`config.mk`:
```
export PLATFORM = sky130hd
export DESIGN_NAME = btsc_exec
export DESIGN_NICKNAME = d
export VERILOG_FILES = /design/src/verilog/btsc_bitsel.v /design/src/verilog/btsc_exec.v
export VERILOG_INCLUDE_DIRS = /design/src /design/src/verilog
export SDC_FILE = /design/constraint.sdc
export NUM_CORES = 1
export LEC_CHECK = 0
export ABC_AREA = 1
export BUFFER_PORTS_ARGS = -buffer_cell sky130_fd_sc_hd__buf_2
export CELL_PAD_IN_SITES_DETAIL_PLACEMENT = 1
export CELL_PAD_IN_SITES_GLOBAL_PLACEMENT = 1
export CORE_MARGIN = 2
export CORE_UTILIZATION = 29
export DETAILED_ROUTE_END_ITERATION = 10
export GPL_TIMING_DRIVEN = 0
export MAX_ROUTING_LAYER = met4
export PLACE_DENSITY_LB_ADDON = 0.1
export SYNTH_ARGS = -nofsm -noshare
export SYNTH_HDL_FRONTEND = slang
export SYNTH_HIERARCHICAL = 1
export SYNTH_SLANG_ARGS = --single-unit
export TNS_END_PERCENT = 20
```
`constraint.sdc`:
```
create_clock -name CLK -period 1.9 [get_ports CLK]
set_clock_uncertainty 0.2 [all_clocks]
set_input_delay 0.38 -clock CLK [delete_from_list [all_inputs] [get_ports CLK]]
set_output_delay 0.38 -clock CLK [all_outputs]
set_load 0.02 [all_outputs]
```
`src/verilog/btsc_defines.vh`:
```
`ifndef BTSC_DEFINES_VH
`define BTSC_DEFINES_VH

// --------------------------------------------------------------
// Operation codes presented by the fetch stage
// --------------------------------------------------------------
`define BTSC_OP_OTHER     3'h0
`define BTSC_OP_TSTCLR    3'h1
`define BTSC_OP_TSTSET    3'h2
`define BTSC_OP_CALLACC   3'h3
`define BTSC_OP_CLRACC    3'h4

// --------------------------------------------------------------
// Widths and fixed values
// --------------------------------------------------------------
`define BTSC_REG_ADDR_W   7
`define BTSC_BIT_SEL_W    3
`define BTSC_PC_W         11
`define BTSC_ACCUM_CLEAR  8'h00
`define BTSC_PTR_LSB      0
`define BTSC_PTR_MSB      2
`define BTSC_CALL_CYCLES  2'h2

`endif

```
`src/verilog/btsc_bitsel.v`:
```
`timescale 1ns/1ns
`include "btsc_defines.vh"

// --------------------------------------------------------------
// Bit selector and skip decision
// --------------------------------------------------------------
module btsc_bitsel (
  input  wire [7:0] reg_data,
  input  wire [2:0] bit_sel,
  input  wire       want_set,
  output wire       skip
);
  wire picked;

  assign picked = reg_data[bit_sel];
  // Skip on a set bit for the set test, on a clear bit otherwise
  assign skip = want_set ? picked : ~picked;
endmodule

```
`src/verilog/btsc_exec.v`:
```
`timescale 1ns/1ns
`include "btsc_defines.vh"

// --------------------------------------------------------------
// Execution of bit-test skips, indirect call and accumulator clear
// --------------------------------------------------------------
module btsc_exec #(
  parameter SP_W = 3
) (
  input  wire                      CLK,
  input  wire                      RST,
  input  wire                      INSTR_VALID,
  input  wire [2:0]                INSTR_OP,
  input  wire [6:0]                INSTR_REG_ADDR,
  input  wire [2:0]                INSTR_BIT_SEL,
  input  wire [7:0]                REG_RDATA,
  input  wire [10:0]               PC_IN,
  input  wire [7:0]                ACCUMULATOR_IN,
  input  wire [7:0]                TABLE_HIGH_POINTER,
  input  wire [SP_W-1:0]           SP_IN,
  output reg                       BUSY,
  output reg                       DISCARD_NEXT,
  output reg  [6:0]                REG_ADDR,
  output reg                       ACCUMULATOR_WE,
  output reg  [7:0]                ACCUMULATOR_WDATA,
  output reg                       ZERO_WE,
  output reg                       ZERO_WDATA,
  output reg                       PC_LOAD,
  output reg  [10:0]               PC_LOAD_VAL,
  output reg                       STACK_PUSH,
  output reg  [10:0]               STACK_WDATA,
  output reg  [SP_W-1:0]           STACK_WADDR,
  output reg                       SP_WE,
  output reg  [SP_W-1:0]           SP_WDATA
);

  // ------------------------------------------------------------
  // Decode
  // ------------------------------------------------------------
  localparam ST_IDLE = 1'b0;
  localparam ST_HOLD = 1'b1;

  localparam PC_W    = `BTSC_PC_W;

  reg             state_r;
  reg             state_nxt;
  wire            skip;
  wire            is_test;
  wire            is_set;
  wire            is_call;
  wire            is_clear;
  wire            go;
  wire            take_skip;
  wire            take_call;
  wire            take_clear;
  wire [PC_W-1:0] ret_addr;
  wire [PC_W-1:0] call_target;
  wire [SP_W-1:0] sp_next;

  assign go          = INSTR_VALID && (state_r == ST_IDLE);
  assign is_set      = (INSTR_OP == `BTSC_OP_TSTSET);
  assign is_test     = (INSTR_OP == `BTSC_OP_TSTCLR) || is_set;
  assign is_call     = (INSTR_OP == `BTSC_OP_CALLACC);
  assign is_clear    = (INSTR_OP == `BTSC_OP_CLRACC);
  assign take_skip   = go && is_test && skip;
  assign take_call   = go && is_call;
  assign take_clear  = go && is_clear;
  // Both wrap at their width; the core owns any overflow policy
  assign ret_addr    = PC_IN + {{(PC_W-1){1'b0}}, 1'b1};
  assign sp_next     = SP_IN + {{(SP_W-1){1'b0}}, 1'b1};
  assign call_target = {TABLE_HIGH_POINTER[`BTSC_PTR_MSB:`BTSC_PTR_LSB],
                        ACCUMULATOR_IN};

  btsc_bitsel btsc_bitsel_inst (
    .reg_data (REG_RDATA),
    .bit_sel  (INSTR_BIT_SEL),
    .want_set (is_set),
    .skip     (skip)
  );

  // ------------------------------------------------------------
  // Cycle sequencing
  // ------------------------------------------------------------
  // A skipped test and the call both occupy a second cycle;
  // the core must hold fetch while BUSY is high.
  always @* begin
    state_nxt = ST_IDLE;
    case (state_r)
      ST_IDLE: begin
        if (take_skip)
          state_nxt = ST_HOLD;
        else if (take_call)
          state_nxt = ST_HOLD;
      end
      ST_HOLD: state_nxt = ST_IDLE;
      default: state_nxt = ST_IDLE;
    endcase
  end

  // ------------------------------------------------------------
  // State register and busy flag
  // ------------------------------------------------------------
  // BUSY mirrors the held state so that the core sees it from a flop
  always @(posedge CLK) begin
    if (RST) begin
      state_r <= ST_IDLE;
      BUSY    <= 1'b0;
    end else begin
      state_r <= state_nxt;
      BUSY    <= (state_nxt == ST_HOLD);
    end
  end

  // ------------------------------------------------------------
  // Skip strobe and register address
  // ------------------------------------------------------------
  always @(posedge CLK) begin
    if (RST) begin
      DISCARD_NEXT <= 1'b0;
      REG_ADDR     <= 7'h00;
    end else begin
      DISCARD_NEXT <= take_skip;
      REG_ADDR     <= INSTR_REG_ADDR;
    end
  end

  // ------------------------------------------------------------
  // Accumulator and zero flag writes
  // ------------------------------------------------------------
  // Data outputs keep their last value between strobes
  always @(posedge CLK) begin
    if (RST) begin
      ACCUMULATOR_WE    <= 1'b0;
      ACCUMULATOR_WDATA <= 8'h00;
      ZERO_WE           <= 1'b0;
      ZERO_WDATA        <= 1'b0;
    end else begin
      ACCUMULATOR_WE <= take_clear;
      ZERO_WE        <= take_clear;
      if (take_clear) begin
        ACCUMULATOR_WDATA <= `BTSC_ACCUM_CLEAR;
        ZERO_WDATA        <= 1'b1;
      end
    end
  end

  // ------------------------------------------------------------
  // Return address push
  // ------------------------------------------------------------
  always @(posedge CLK) begin
    if (RST) begin
      STACK_PUSH  <= 1'b0;
      STACK_WDATA <= 11'h000;
      STACK_WADDR <= {SP_W{1'b0}};
    end else begin
      STACK_PUSH <= take_call;
      if (take_call) begin
        STACK_WDATA <= ret_addr;
        STACK_WADDR <= SP_IN;
      end
    end
  end

  // ------------------------------------------------------------
  // Stack pointer advance
  // ------------------------------------------------------------
  // No overflow check: a deep call chain silently overwrites entries
  always @(posedge CLK) begin
    if (RST) begin
      SP_WE    <= 1'b0;
      SP_WDATA <= {SP_W{1'b0}};
    end else begin
      SP_WE <= take_call;
      if (take_call)
        SP_WDATA <= sp_next;
    end
  end

  // ------------------------------------------------------------
  // Program counter load
  // ------------------------------------------------------------
  always @(posedge CLK) begin
    if (RST) begin
      PC_LOAD     <= 1'b0;
      PC_LOAD_VAL <= 11'h000;
    end else begin
      PC_LOAD <= take_call;
      if (take_call)
        PC_LOAD_VAL <= call_target;
    end
  end

endmodule
```
==> metrics <==
outcome completed; Die W 84.2 µm; final std cells w/o fill 444; Setup TNS Final 0 ps; Cell Area, Synth 1860 µm²; CP max stage cell dfxtp_1; clk sinks 40; hold path startpoint INSTR_REG_ADDR[6]; core area 6280 µm²; Seq cells post-synth 40; placed cells 436; Layout area overhead 36.8%; Reg clk slew, reported paths 80 ps; Die ar. 7080 µm²; CTS H-Tree Depth 2; critical path fanouts, max 3; WP data required 1320 ps; post-synthesis sequential area ratio 43.0%; vias 1894; Crit. Startpoint PC_LOAD; floorplan row count 29; Yosys Warn Count 6; initial drt markers 46; Max stage delay on crit path 350 ps; layout cell share with drive strength beyond 1 34.6%; Final Hold Viols 0; Max IR drop VDD 0.280 mV; initial antenna violation count 0; worst min-delay path class input port to flip-flop; endpoints failing setup 0; root buffer cell clkbuf_8; slew at the pin closest to its max-slew limit 505 ps; Lkg Pwr 0.00141 µW; RSZ-0062 raised after global routing false; R2R Path End STACK_WDATA[9]; nature of the critical path endpoint primary output; crit path buf inv count 2; vias in the first global route 1806; R2R cell count 7; Post-DP HPWL 3890 µm; total track usage 15.0%; PD cells 738 nW/µm²; Layout fillers 858; Tmin final 1480 ps; initial core utilization 29.7%; max frequency 674 MHz; WL final 4980 µm; CP arrival 900 ps; post-synthesis area per instance 7.14 µm²; I/O pins 105; Synth Instances 261; total CTS buffers 5; ANT nets after route 0; final net count 422; Port Buffers 91; crit path cell chain buf_4, buf_2; gpl congestion 0.728; critical path launch point type flip-flop; CP delay by family, top flip-flops; Pre-Repair DR Iteration Count 4; first-pass GRT wire length 8270 µm; hold_buf cts 0; final slew viol count 0; Hold Path End REG_ADDR[6]; worst reg-to-reg setup slack 530 ps; TritonCTS clock tree built; DR DRC count 0; postcts setup bufs 0; Max Cap Viol 0; Crit Path Class flip-flop to primary output; largest net degree at the start of global routing 13; Skew-Pair Late Insertion Delay 290 ps; vias per cell 4.27; Cells on Worst Hold Path 3; clock buffer depth 2; Crit path depth 2; final worst-path cycle share 78.1%; Worst R2R Start state_r; Die Span Y 84.2 µm; # diodes 0; post-synth cell types 27; PostCTS Resize Cnt 0; WL/cell 11.2 µm; max_slew headroom 66.4%; total gr overflow 0
-- Yosys cell counts --
| library cell | n | area share, % |
|---|---|---|
| nand2_1 | 39 | 7.9 |
| nand3_2 | 2 | 1.1 |
| buf_4 | 13 | 5.2 |
| o21bai_1 | 2 | 0.81 |
| buf_2 | 1 | 0.27 |
| inv_1 | 33 | 6.6 |
| nand3_4 | 1 | 0.94 |
| or2_2 | 1 | 0.34 |
| clkbuf_1 | 2 | 0.40 |
| nand2_2 | 2 | 0.67 |
| buf_1 | 1 | 0.20 |
| a21oi_2 | 1 | 0.47 |
| buf_6 | 3 | 1.8 |
| nor3_1 | 1 | 0.27 |
| conb_1 | 1 | 0.20 |
| o21ai_0 | 18 | 4.8 |
| inv_2 | 2 | 0.40 |
| xnor2_1 | 2 | 0.94 |
| xor2_1 | 2 | 0.94 |
| nor2_1 | 63 | 13 |
| o21ai_1 | 7 | 1.9 |
| a21oi_1 | 3 | 0.81 |
| dfxtp_1 | 40 | 43 |
| or2_4 | 1 | 0.47 |
| nand3_1 | 16 | 4.3 |
| ha_1 | 2 | 1.3 |
| nor2_4 | 2 | 1.2 |
-- registers in the layout, indices dropped and copies added, names as in the netlist, 3 cells and up --
name,cells
PC_LOAD_VAL,11
STACK_WDATA,11
REG_ADDR,7
SP_WDATA,3
STACK_WADDR,3
-- how the worst max path moves through the flow --
| stage | to | slack, ps |
|---|---|---|
| 2_1_floorplan | DISCARD_NEXT | 370 |
| 3_5_place_dp | DISCARD_NEXT | 110 |
| 3_3_place_gp | DISCARD_NEXT | 130 |
| 5_1_grt | DISCARD_NEXT | 310 |
| 6_report | SP_WE | 420 |
| 4_1_cts | SP_WE | 390 |
-- area by class of cell --
class	instances	area [µm²]	area share, %
clock buffers	6	72.6	2.85
flip-flops and latches	40	801	31.4
inverters	35	131	5.15
plain buffers	20	148	5.79
clock inverters	2	35.0	1.37
multi-input cells	173	810	31.8
well taps	77	96.3	3.78
repair buffers	91	455	17.9
-- worst register-to-register path: cells and delay by family (launching register included) --
family	cells	cell delay [ps]
DFF	1	340
and+or+nand+nor	5	510
buffers and inverters	2	220
-- layout by cell type, fill, tap and decap left out --
master,instances
buf_2,92
nor2_1,63
dfxtp_1,40
nand2_1,39
inv_1,33
o21ai_0,18
nand3_1,16
buf_4,13
conb_1,8
o21ai_1,7
clkbuf_8,5
buf_6,3
clkbuf_1,3
a21oi_1,3
nand2_2,2
nor2_4,2
inv_2,2
o21bai_1,2
xnor2_1,2
xor2_1,2
ha_1,2
nand3_2,2
nand3_4,1
buf_1,1
or2_4,1
a21oi_2,1
or2_2,1
nor3_1,1
bufinv_16,1
clkinv_2,1
-- cells by family (layout without fill, tap and decap cells) --
| kind of cell | Yosys count | after routing | share of synthesized area [%] |
|---|---|---|---|
| flops | 40 | 40 | 43.0 |
| other cells | 1 | 8 | 0.201 |
| simple gates | 128 | 128 | 29.8 |
| fa+ha+maj | 2 | 2 | 1.34 |
| buf+inv | 55 | 154 | 15.0 |
| compound gates | 31 | 31 | 8.80 |
| xor+xnor | 4 | 4 | 1.88 |
-- where the power goes --
| group | switching [µW] | leakage, µW | internal [µW] |
|---|---|---|---|
| logic | 180 | 0.00103 | 123 |
| clock network | 306 | 0.0000552 | 390 |
| registers | 12.0 | 0.000326 | 869 |
-- layer usage --
layer / wire length [µm] / global-route usage [%]
met1: 2310 / 17.6
met3: 313 / 3.54
met5: 0 / -
met2: 2290 / 25.2
met4: 72 / 4.84
-- per-stage QoR --
| step | instance area (µm²) | total power [µW] | hold slack, ps | utilization [%] | worst slack (ps) |
|---|---|---|---|---|---|
| final | 2550 | 1880 | 81.4 | 40.6 | 415 |
| after global placement | 2440 | 1200 | 237 | 38.9 | 128 |
| after floorplan | 1890 | 1090 | 287 | - | 371 |
| after global routing | 2550 | 1990 | 78.3 | 40.6 | 306 |
| after detailed placement | 2440 | 1210 | 255 | 38.9 | 112 |
| after CTS | 2550 | 1930 | 70.2 | 40.6 | 387 |
(Power assumes the default switching activity.)
